## src/core/cts_pkg.sv

```systemverilog
// Constants and types for the CAN transmit buffer scheduler
`default_nettype none

package cts_pkg;

  // Geometry
  localparam int NUM_BUF   = 3;
  localparam int BUF_BYTES = 14;
  localparam int BODY_LEN  = BUF_BYTES - 1;
  localparam int ADDR_W    = 8;
  localparam int DATA_W    = 8;
  localparam int PRIO_W    = 2;
  localparam int IDX_W     = 4;

  // Address map: buffer n at n*16, control byte first
  localparam int          BUF_SEL_LSB  = 4;
  localparam logic [7:0]  OFS_CTRL_REG = 8'h30;
  localparam logic [7:0]  OFS_PIN_CTRL = 8'h31;
  localparam logic [7:0]  OFS_INT_EN   = 8'h32;
  localparam logic [7:0]  OFS_INT_FLAG = 8'h33;
  localparam logic [7:0]  OFS_RTS_CMD  = 8'h34;
  localparam logic [3:0]  BYTE_CTRL    = 4'h0;

  // tx_buffer_control fields
  localparam int PRIO_LSB  = 0;
  localparam int BIT_TREQ  = 3;
  localparam int BIT_TRANSMIT_ERROR_FLAG = 4;
  localparam int BIT_LOST  = 5;
  localparam int BIT_ABORT_FLAG  = 6;

  // controller_control_reg fields
  localparam int CC_ONESHOT   = 3;
  localparam int CC_ABORT_ALL = 4;
  localparam int CC_CONFIG    = 7;

  // request_pin_control fields
  localparam int PC_EN_LSB    = 0;
  localparam int PC_STATE_LSB = 3;

  // interrupt_enable_reg / interrupt_flag_reg fields
  localparam int IE_DONE_LSB = 0;
  localparam int IE_MERR     = 5;

  // Reset values
  localparam logic [7:0] CTRL_RST  = 8'h80;
  localparam logic [7:0] BYTE_ZERO = 8'h00;

  typedef enum logic [0:0] {
    CTS_IDLE   = 1'b0,
    CTS_ACTIVE = 1'b1
  } cts_state_t;

endpackage

`default_nettype wire

```

## src/core/cts_tx_sched.sv

```systemverilog
// CAN transmit buffers, request sources and buffer scheduler
//
// Local design decisions: the register addresses and strobed register access.
`default_nettype none

module cts_tx_sched
  import cts_pkg::*;
(
  // Clock and reset
  input  wire logic                       core_clk,
  input  wire logic                       arst_n,
  // Register port
  input  wire logic [cts_pkg::ADDR_W-1:0] reg_addr,
  input  wire logic [cts_pkg::DATA_W-1:0] reg_wdata,
  input  wire logic                       reg_wr,
  input  wire logic                       reg_rd,
  output logic      [cts_pkg::DATA_W-1:0] reg_rdata,
  // Request pins and interrupt
  input  wire logic [cts_pkg::NUM_BUF-1:0] req_pin_n,
  output logic                             int_n,
  // Protocol engine link
  input  wire logic                       link_clk,
  input  wire logic                       link_bus_idle,
  input  wire logic                       link_done,
  input  wire logic                       link_error,
  input  wire logic                       link_arb_lost,
  input  wire logic [cts_pkg::IDX_W-1:0]  link_byte_idx,
  output logic                            tx_pending,
  output logic      [1:0]                 tx_buf_sel,
  output logic      [cts_pkg::DATA_W-1:0] tx_byte
);
  import cts_pkg::*;

  ////////////////////////////////////////////////////////////////////////////
  // Storage and state

  logic [7:0]          body_mem [NUM_BUF][BODY_LEN];
  logic [NUM_BUF-1:0]  treq_r;
  logic [NUM_BUF-1:0]  abort_flag_r;
  logic [NUM_BUF-1:0]  lost_r;
  logic [NUM_BUF-1:0]  transmit_error_flag_r;
  logic [PRIO_W-1:0]   prio_r [NUM_BUF];
  logic [NUM_BUF-1:0]  done_flag_r;
  logic                merr_flag_r;
  logic [NUM_BUF-1:0]  done_en_r;
  logic                merr_en_r;
  logic                one_shot_r;
  logic                abort_all_r;
  logic                config_r;
  logic [NUM_BUF-1:0]  rts_en_r;
  cts_state_t          state_r;
  logic [1:0]          sel_r;

  ////////////////////////////////////////////////////////////////////////////
  // Synchronisers

  logic [NUM_BUF-1:0] pin_m_r, pin_s_r, pin_d_r;
  logic               lclk_m_r, lclk_s_r, lclk_d_r;
  logic               idle_m_r, idle_s_r;
  logic [2:0]         st_m_r, st_s_r;
  logic [IDX_W-1:0]   idx_m_r, idx_s_r;

  always_ff @(posedge core_clk or negedge arst_n) begin
    if (!arst_n) begin
      pin_m_r  <= '1;
      pin_s_r  <= '1;
      pin_d_r  <= '1;
      lclk_m_r <= 1'b0;
      lclk_s_r <= 1'b0;
      lclk_d_r <= 1'b0;
      idle_m_r <= 1'b0;
      idle_s_r <= 1'b0;
      st_m_r   <= '0;
      st_s_r   <= '0;
      idx_m_r  <= '0;
      idx_s_r  <= '0;
    end else begin
      pin_m_r  <= req_pin_n;
      pin_s_r  <= pin_m_r;
      pin_d_r  <= pin_s_r;
      lclk_m_r <= link_clk;
      lclk_s_r <= lclk_m_r;
      lclk_d_r <= lclk_s_r;
      idle_m_r <= link_bus_idle;
      idle_s_r <= idle_m_r;
      st_m_r   <= {link_arb_lost, link_error, link_done};
      st_s_r   <= st_m_r;
      idx_m_r  <= link_byte_idx;
      idx_s_r  <= idx_m_r;
    end
  end

  // Engine outcomes are taken at rising link clock edges
  logic link_rise;
  logic ev_done, ev_err, ev_lost;
  assign link_rise = lclk_s_r & ~lclk_d_r;
  assign ev_done   = link_rise & st_s_r[0];
  assign ev_err    = link_rise & st_s_r[1] & ~st_s_r[0];
  assign ev_lost   = link_rise & st_s_r[2] & ~st_s_r[1] & ~st_s_r[0];

  ////////////////////////////////////////////////////////////////////////////
  // Register decode

  logic                in_buf;
  logic [1:0]          buf_no;
  logic [3:0]          byte_no;
  assign buf_no  = reg_addr[BUF_SEL_LSB +: 2];
  assign byte_no = reg_addr[BUF_SEL_LSB-1:0];
  assign in_buf  = (reg_addr[ADDR_W-1:BUF_SEL_LSB+2] == '0) && (32'(buf_no) < NUM_BUF)
                   && (32'(byte_no) < BUF_BYTES);

  logic wr_buf_ctrl, wr_ctrl, wr_pin, wr_ie, wr_if, wr_rts;
  assign wr_buf_ctrl = reg_wr && in_buf && (byte_no == BYTE_CTRL);
  assign wr_ctrl     = reg_wr && (reg_addr == OFS_CTRL_REG);
  assign wr_pin      = reg_wr && (reg_addr == OFS_PIN_CTRL);
  assign wr_ie       = reg_wr && (reg_addr == OFS_INT_EN);
  assign wr_if       = reg_wr && (reg_addr == OFS_INT_FLAG);
  assign wr_rts      = reg_wr && (reg_addr == OFS_RTS_CMD);

  // identifier and data bytes after the control byte
  always_ff @(posedge core_clk) begin
    if (reg_wr && in_buf && (byte_no != BYTE_CTRL)) begin
      body_mem[buf_no][byte_no - 4'h1] <= reg_wdata;
    end
  end

  // Controller control and enables
  always_ff @(posedge core_clk or negedge arst_n) begin
    if (!arst_n) begin
      one_shot_r  <= CTRL_RST[CC_ONESHOT];
      abort_all_r <= CTRL_RST[CC_ABORT_ALL];
      config_r    <= CTRL_RST[CC_CONFIG];
      done_en_r   <= '0;
      merr_en_r   <= 1'b0;
    end else begin
      if (wr_ctrl) begin
        one_shot_r  <= reg_wdata[CC_ONESHOT];
        abort_all_r <= reg_wdata[CC_ABORT_ALL];
        config_r    <= reg_wdata[CC_CONFIG];
      end
      if (wr_ie) begin
        done_en_r <= reg_wdata[IE_DONE_LSB +: NUM_BUF];
        merr_en_r <= reg_wdata[IE_MERR];
      end
    end
  end

  always_ff @(posedge core_clk or negedge arst_n) begin
    if (!arst_n) begin
      rts_en_r <= '0;
    end else if (wr_pin && config_r) begin
      rts_en_r <= reg_wdata[PC_EN_LSB +: NUM_BUF];
    end
  end

  ////////////////////////////////////////////////////////////////////////////
  // Scheduler

  logic       any_ready;
  logic [1:0] best;

  // pick highest priority before frame start
  always_comb begin
    logic [PRIO_W-1:0] best_p;
    best_p    = '0;
    best      = 2'h0;
    any_ready = 1'b0;
    for (int n = 0; n < NUM_BUF; n++) begin
      // ties go to the higher number
      if (treq_r[n] && (!any_ready || (prio_r[n] >= best_p))) begin
        best_p    = prio_r[n];
        best      = 2'(n);
        any_ready = 1'b1;
      end
    end
  end

  logic active;
  assign active = (state_r == CTS_ACTIVE);

  always_ff @(posedge core_clk or negedge arst_n) begin
    if (!arst_n) begin
      state_r <= CTS_IDLE;
      sel_r   <= 2'h0;
    end else begin
      case (state_r)
        CTS_IDLE: begin
          // start only with the bus free
          if (idle_s_r && any_ready && !abort_all_r) begin
            state_r <= CTS_ACTIVE;
            sel_r   <= best;
          end
        end
        CTS_ACTIVE: begin
          // frame on the bus runs to its outcome
          if (ev_done || ev_err || ev_lost) begin
            state_r <= CTS_IDLE;
          end
        end
        default: begin
          state_r <= CTS_IDLE;
        end
      endcase
    end
  end

  ////////////////////////////////////////////////////////////////////////////
  // Per-buffer control state

  logic [NUM_BUF-1:0] done_v, err_v, lost_v, give_up_v, sweep_v, new_req;

  generate
    for (genvar i = 0; i < NUM_BUF; i++) begin : g_buf
      logic mine, host_set, host_clr, pin_fall, cmd_set;
      assign mine     = active && (sel_r == 2'(i));
      assign done_v[i] = mine && ev_done;
      assign err_v[i]  = mine && ev_err;
      assign lost_v[i] = mine && ev_lost;
      // one-shot gives up after a failure
      // abort-all takes the frame only if it fails
      assign give_up_v[i] = (err_v[i] || lost_v[i]) && (one_shot_r || abort_all_r);
      // abort-all sweeps buffers not on the bus
      assign sweep_v[i] = abort_all_r && treq_r[i] && !mine;
      assign host_set = wr_buf_ctrl && (buf_no == 2'(i)) && reg_wdata[BIT_TREQ];
      assign host_clr = wr_buf_ctrl && (buf_no == 2'(i)) && !reg_wdata[BIT_TREQ];
      assign cmd_set  = wr_rts && reg_wdata[i];
      // falling edge of an enabled request pin
      assign pin_fall = rts_en_r[i] && pin_d_r[i] && !pin_s_r[i];
      assign new_req[i] = host_set || cmd_set || pin_fall;

      always_ff @(posedge core_clk or negedge arst_n) begin
        if (!arst_n) begin
          treq_r[i] <= 1'b0;
        end else if (new_req[i]) begin
          treq_r[i] <= 1'b1;
        end else if (host_clr || done_v[i] || give_up_v[i] || sweep_v[i]) begin
          treq_r[i] <= 1'b0;
        end
        // plain failure leaves the request set
      end

      // priority written with the request bit
      always_ff @(posedge core_clk or negedge arst_n) begin
        if (!arst_n) begin
          prio_r[i] <= '0;
        end else if (wr_buf_ctrl && (buf_no == 2'(i))) begin
          prio_r[i] <= reg_wdata[PRIO_LSB +: PRIO_W];
        end
      end

      always_ff @(posedge core_clk or negedge arst_n) begin
        if (!arst_n) begin
          abort_flag_r[i]  <= 1'b0;
          lost_r[i]  <= 1'b0;
          transmit_error_flag_r[i] <= 1'b0;
        end else begin
          if (give_up_v[i] || sweep_v[i]) begin
            abort_flag_r[i] <= 1'b1;
          end else if (new_req[i]) begin
            abort_flag_r[i] <= 1'b0;
          end
          if (lost_v[i]) begin
            lost_r[i] <= 1'b1;
          end else if (new_req[i]) begin
            lost_r[i] <= 1'b0;
          end
          if (err_v[i]) begin
            transmit_error_flag_r[i] <= 1'b1;
          end else if (new_req[i]) begin
            transmit_error_flag_r[i] <= 1'b0;
          end
        end
      end

      // done flag, host writes 0 to clear
      always_ff @(posedge core_clk or negedge arst_n) begin
        if (!arst_n) begin
          done_flag_r[i] <= 1'b0;
        end else if (done_v[i]) begin
          done_flag_r[i] <= 1'b1;
        end else if (wr_if && !reg_wdata[IE_DONE_LSB + i]) begin
          done_flag_r[i] <= 1'b0;
        end
      end
    end
  endgenerate

  always_ff @(posedge core_clk or negedge arst_n) begin
    if (!arst_n) begin
      merr_flag_r <= 1'b0;
    end else if (|err_v) begin
      merr_flag_r <= 1'b1;
    end else if (wr_if && !reg_wdata[IE_MERR]) begin
      merr_flag_r <= 1'b0;
    end
  end

  ////////////////////////////////////////////////////////////////////////////
  // Outputs

  // interrupt from enabled flags, active low
  always_ff @(posedge core_clk or negedge arst_n) begin
    if (!arst_n) begin
      int_n <= 1'b1;
    end else begin
      int_n <= ~(|(done_flag_r & done_en_r) | (merr_flag_r & merr_en_r));
    end
  end

  // Engine side: selected buffer and requested frame byte
  always_ff @(posedge core_clk or negedge arst_n) begin
    if (!arst_n) begin
      tx_pending <= 1'b0;
      tx_buf_sel <= 2'h0;
      tx_byte    <= BYTE_ZERO;
    end else begin
      tx_pending <= active;
      tx_buf_sel <= sel_r;
      if (32'(idx_s_r) < BODY_LEN) begin
        tx_byte <= body_mem[sel_r][idx_s_r];
      end else begin
        tx_byte <= BYTE_ZERO;
      end
    end
  end

  // Read data one cycle after the strobe
  always_ff @(posedge core_clk or negedge arst_n) begin
    if (!arst_n) begin
      reg_rdata <= BYTE_ZERO;
    end else if (reg_rd) begin
      reg_rdata <= BYTE_ZERO;
      if (in_buf && (byte_no == BYTE_CTRL)) begin
        reg_rdata[PRIO_LSB +: PRIO_W] <= prio_r[buf_no];
        reg_rdata[BIT_TREQ]           <= treq_r[buf_no];
        reg_rdata[BIT_TRANSMIT_ERROR_FLAG]          <= transmit_error_flag_r[buf_no];
        reg_rdata[BIT_LOST]           <= lost_r[buf_no];
        reg_rdata[BIT_ABORT_FLAG]           <= abort_flag_r[buf_no];
      end else if (in_buf) begin
        reg_rdata <= body_mem[buf_no][byte_no - 4'h1];
      end else if (reg_addr == OFS_CTRL_REG) begin
        reg_rdata[CC_ONESHOT]   <= one_shot_r;
        reg_rdata[CC_ABORT_ALL] <= abort_all_r;
        reg_rdata[CC_CONFIG]    <= config_r;
      end else if (reg_addr == OFS_PIN_CTRL) begin
        reg_rdata[PC_EN_LSB +: NUM_BUF]    <= rts_en_r;
        reg_rdata[PC_STATE_LSB +: NUM_BUF] <= pin_s_r;
      end else if (reg_addr == OFS_INT_EN) begin
        reg_rdata[IE_DONE_LSB +: NUM_BUF] <= done_en_r;
        reg_rdata[IE_MERR]                <= merr_en_r;
      end else if (reg_addr == OFS_INT_FLAG) begin
        reg_rdata[IE_DONE_LSB +: NUM_BUF] <= done_flag_r;
        reg_rdata[IE_MERR]                <= merr_flag_r;
      end
    end
  end

endmodule // cts_tx_sched

`default_nettype wire

```

## config.mk

```make
export PLATFORM = sky130hd
export DESIGN_NAME = cts_tx_sched
export DESIGN_NICKNAME = d
export VERILOG_FILES = /design/src/core/cts_pkg.sv /design/src/core/cts_tx_sched.sv
export SDC_FILE = /design/constraint.sdc
export NUM_CORES = 1
export LEC_CHECK = 0
export ABC_CLOCK_PERIOD_IN_PS = 2800
export BUFFER_PORTS_ARGS = -buffer_cell sky130_fd_sc_hd__buf_2
export CAP_MARGIN = 20
export CORE_MARGIN = 2
export CORE_UTILIZATION = 41
export DETAILED_ROUTE_END_ITERATION = 8
export RECOVER_POWER = 25
export SLEW_MARGIN = 40
export SYNTH_ARGS = -nofsm -noshare
export SYNTH_HDL_FRONTEND = slang
export SYNTH_SLANG_ARGS = --single-unit
export TNS_END_PERCENT = 50
```

## constraint.sdc

```tcl
create_clock -name core_clk -period 2.8 [get_ports core_clk]
set_clock_uncertainty 0.05 [all_clocks]
set_input_delay 0.14 -clock core_clk [delete_from_list [all_inputs] [get_ports core_clk]]
set_output_delay 0.14 -clock core_clk [all_outputs]
set_load 0.05 [all_outputs]
```

==> summary.txt <==
Logic synthesis
  • Syn avg cell area: 13.74 sq um
  • Mapped cell area: between 15000 and 20000 sq um
  • Number of synthesized flops with an enable pin: 312
  • Gate Count Post-Synth: 1386
  • FFs w/ async S/R, synth: a little over a fifth
  • Yosys reg bits: between 300 and 400
  • Syn nets: 1430
  • Top area cells in the synthesized netlist: edfxtp_1 (49%), dfrtp_1 (9.5%), mux4_2 (8.4%), mux2i_1 (6.9%), mux2_2 (4.0%)
  • Ys Warns: 0
  • Cell taking the most area after synthesis: edfxtp_1
  • Synth Flop Type: edfxtp_1
  • Count of different cell masters after synthesis: 65
  • Synth top area share: around half
  • Share of the yosys chip area belonging to registers: between 60% and 70%

Die
  • Initial Utilization: 41.78%
  • Die area: around 48000 sq um
  • Chip Height: 219.5 um
  • I/O pin count: between 50 and 60
  • DIE WIDTH: 219.5 um
  • Rows: 78
  • CORE AREA: 45580 sq um

Pwr
  • Peak VDD IR: 0.0005232 V
  • Seq pwr share: a little over two fifths
  • Power density cells: 721.6 nW/um^2
  • P_int: 11.37 mW
  • Tot Pwr: around 16 mW
  • Gate power share: 21.9%
  • Switch share: 29.14%
  • Clock Power Share: roughly 36%
  • Lkg Pwr: 7.843 nW
  • P_sw: 4.677 mW

Global routing
  • First-pass GRT wire length: just over 80000 um
  • Met3 Usage GRT: 4.279%
  • Busiest grt layer: met2
  • Number of antenna violations at the first check in global routing: 1
  • Tot GR Track Use: 23.24%
  • Largest net degree at the start of global routing: 75
  • Met1 Track Usage GR: 32.73%
  • Vias in the first global route: 12410
  • Gr ovfl total: 0
  • Met2 Resource Use GR: 36.95%

Run status
  • Status: finished with violations
  • Failing checks: capacitance limit, slew limit

Final layout
  • Ratio of cells with drive above 1 in the final layout: between 20 and 25%
  • Post-route non-filler standard cell count: 2152
  • Commonest non-fill, non-tap cells in the layout: edfxtp_1 (312), nand2_1 (141), mux2i_1 (131)
  • Fin nets: 1562
  • Most common library cell in the layout ignoring fill and taps: edfxtp_1
  • Diodes inserted: 0
  • Area grow syn2layout: 16.82%

Drt
  • DRT Wirelength: 55100 um
  • Routed vias/inst: 5.866
  • Initial DRC count: 1568
  • Post-DRT Antenna Nets: 0
  • Routed length per instance: 25.60 um
  • DR DRC count: 0
  • Drt pass-1 iters: 6
  • Routed vias: about 13000

Critical path
  • Setup slack, reg-to-reg: 0.18 ns
  • CP cell instances: and2_1 -> ha_1 -> o21ai_0 -> nand3b_1 -> nand2_1 -> nand2_1 -> o21ai_0 -> ha_1 -> o21ai_0 -> a21boi_0 -> o31ai_1
  • Worst Setup End Kind: flip-flop
  • Most frequent CP cell: o21ai_0
  • CP max FO: 3
  • RR Endpoint: sel_r[0]$_DFFE_PN0P_
  • Crit path kind: reg2reg
  • Crit-path leading delay family: compound AO/OA/AOI/OAI gates
  • CP arrival: 2.99 ns
  • Critical R2R Launch: treq_r[0]$_DFFE_PN0P_
  • Worst path bufs/invs: 0
  • Critical Path RT: 3.17 ns
  • R2r worst-path depth: 11
  • Max incr delay on CP: 0.42 ns
  • Startpoint Class: flip-flop
  • Critical-path top delay cell: o31ai_1

Placed design
  • IO Port Bufs: 51
  • Placed cells: 2057
  • RePlAce Congestion: 0.9387
  • DP HPWL: 37880 um

STA
  • Setup_tns: 0 ns
  • # setup viols final: 0
  • Final Max Tran Viols: 189
  • Tcrit/Tclk final: roughly 94%
  • Min cycle time layout: 2.620 ns
  • Worst Max-Slew Pin Slew: ~2.3 ns
  • Final Hold Vio Count: 0
  • RSZ-0062 raised after global routing: no
  • Slew HR: -55.26%
  • Max Fclk: 0.3817 GHz
  • Final hold slack: 0.05609 ns

Clocking
  • Worst-Skew Late Latency: 0.57 ns
  • CTS resizes: 0
  • CTS Buf Count: between 40 and 50
  • Root buffer cell: clkbuf_16
  • Clk slew on worst S/H paths: 0.06 ns
  • Clock sinks: 395
  • H-tree depth: 2
  • Clock buffer depth: 3
  • CTS tree: done

Worst hold path
  • Hold path start: reg_wdata[2]
  • Worst min-delay path class: in2reg
  • Hold Crit Depth: 4
  • Worst Hold End: treq_r[2]$_DFFE_PN0P_

Flow run
  • Max-cap violation count: 5
==> kinds of logic (layout without fill, tap and decap cells) <==
family	count (synthesis)	in the layout	share of synthesized area [%]
adders and majority gates	12	12	0.7885
buffers and inverters	113	279	2.635
DFF	395	395	60.19
muxes	283	283	20.07
AOI/OAI and AO/OA	275	275	9.095
and+or+nand+nor	308	308	7.222
==> metal layers <==
| layer | routed length (um) | vias to the layer above | part of all wire (%) |
|---|---|---|---|
| met5 | 0 | - | 0 |
| met4 | 1530 | 0 | 2.8 |
| met3 | 4218 | 91 | 7.7 |
| met2 | 25750 | 476 | 47 |
| met1 | 23590 | 6434 | 43 |
| li1 | - | 5623 | - |
==> worst register-to-register path: stages, from the launching register on <==
cell      delay [ns]
dfrtp_1         0.41
and2_1          0.18
ha_1            0.26
o21ai_0         0.17
nand3b_1        0.13
nand2_1         0.14
nand2_1         0.06
o21ai_0         0.07
ha_1            0.25
o21ai_0         0.17
a21boi_0        0.15
o31ai_1         0.42
==> worst max-delay path by stage <==
stage               cells past startpoint  slack (ns)                  endpoint                  start
floorplan                              10        0.04  body_mem[0][0]$_DFFE_PP_            reg_addr[0]
global placement                       11        0.24      sel_r[0]$_DFFE_PN0P_  treq_r[0]$_DFFE_PN0P_
detailed placement                      7        0.26  reg_rdata[4]$_DFFE_PN0P_            reg_addr[4]
CTS                                    11        0.21      sel_r[0]$_DFFE_PN0P_  treq_r[0]$_DFFE_PN0P_
global route                           11        0.07      sel_r[0]$_DFFE_PN0P_  treq_r[0]$_DFFE_PN0P_
finish                                 11        0.18      sel_r[0]$_DFFE_PN0P_  treq_r[0]$_DFFE_PN0P_
==> registers in the layout, summed over array words and instances, names as in the netlist, 4 cells and up <==
register,cells
idx_m_r,4
reg_rdata,8
tx_byte,8
prio_r,6
body_mem,312
idx_s_r,4
==> cell type report <==
class,count,area (sq um)
clock buffer,62,1250
clock inverter,17,187.7
fill,3890,23330
inverter,20,75.07
multi-input combinational,878,7096
sequential,395,11470
tap,600,750.7
timing repair buffer,180,1416
==> through the flow <==
stage          area [sq um]  worst slack [ns]  util, %
2_1_floorplan         19060           0.04195        -
3_3_place_gp          20650            0.2413    45.31
3_5_place_dp          20660            0.2605    45.33
4_1_cts               22250            0.2106    48.81
5_1_grt               22240           0.07182    48.81
6_report              22240            0.1805    48.81
==> synth_stat cells, types with 3 or more instances <==
cell type and count:
a211o_1 5, a211oi_1 5, a21o_1 3, a21oi_1 39, a221oi_1 5, a22oi_1 5, a31oi_1 11, a32oi_1 13
and2_1 4, buf_1 4, buf_2 26, buf_4 12, clkbuf_1 51, dfrtp_1 72, dfstp_2 11, edfxtp_1 312
ha_1 12, inv_1 19, mux2_1 13, mux2_2 68, mux2i_1 131, mux4_2 71, nand2_1 141, nand2b_1 7
nand3_1 27, nand3b_1 12, nand4_1 4, nor2_1 82, nor2b_1 7, nor3_1 7, o211ai_1 18, o21ai_0 120
o21ai_1 4, o21bai_1 4, o221ai_1 7, o22ai_1 9, o2bb2ai_1 4, o31ai_1 4, or3b_1 3
==> timing repair <==
| item | 4_1_cts | 5_1_grt |
|---|---|---|
| hold buffers | 15 | 1 |
| endpoints found under the hold margin | 91 | 1 |
| setup buffers | 0 | 0 |
==> power groups by stage <==
stage          clock network [mW]  registers (mW)  logic, mW
6_report                     5.79            6.75       3.51
5_1_grt                      6.12            6.77       3.76
4_1_cts                      5.88            6.74       3.50
3_5_place_dp                    0            6.86       3.48
3_3_place_gp                    0            6.85       3.46
2_1_floorplan                   0            6.94       2.16
No activity file was read; power rests on OpenSTA's default activity.
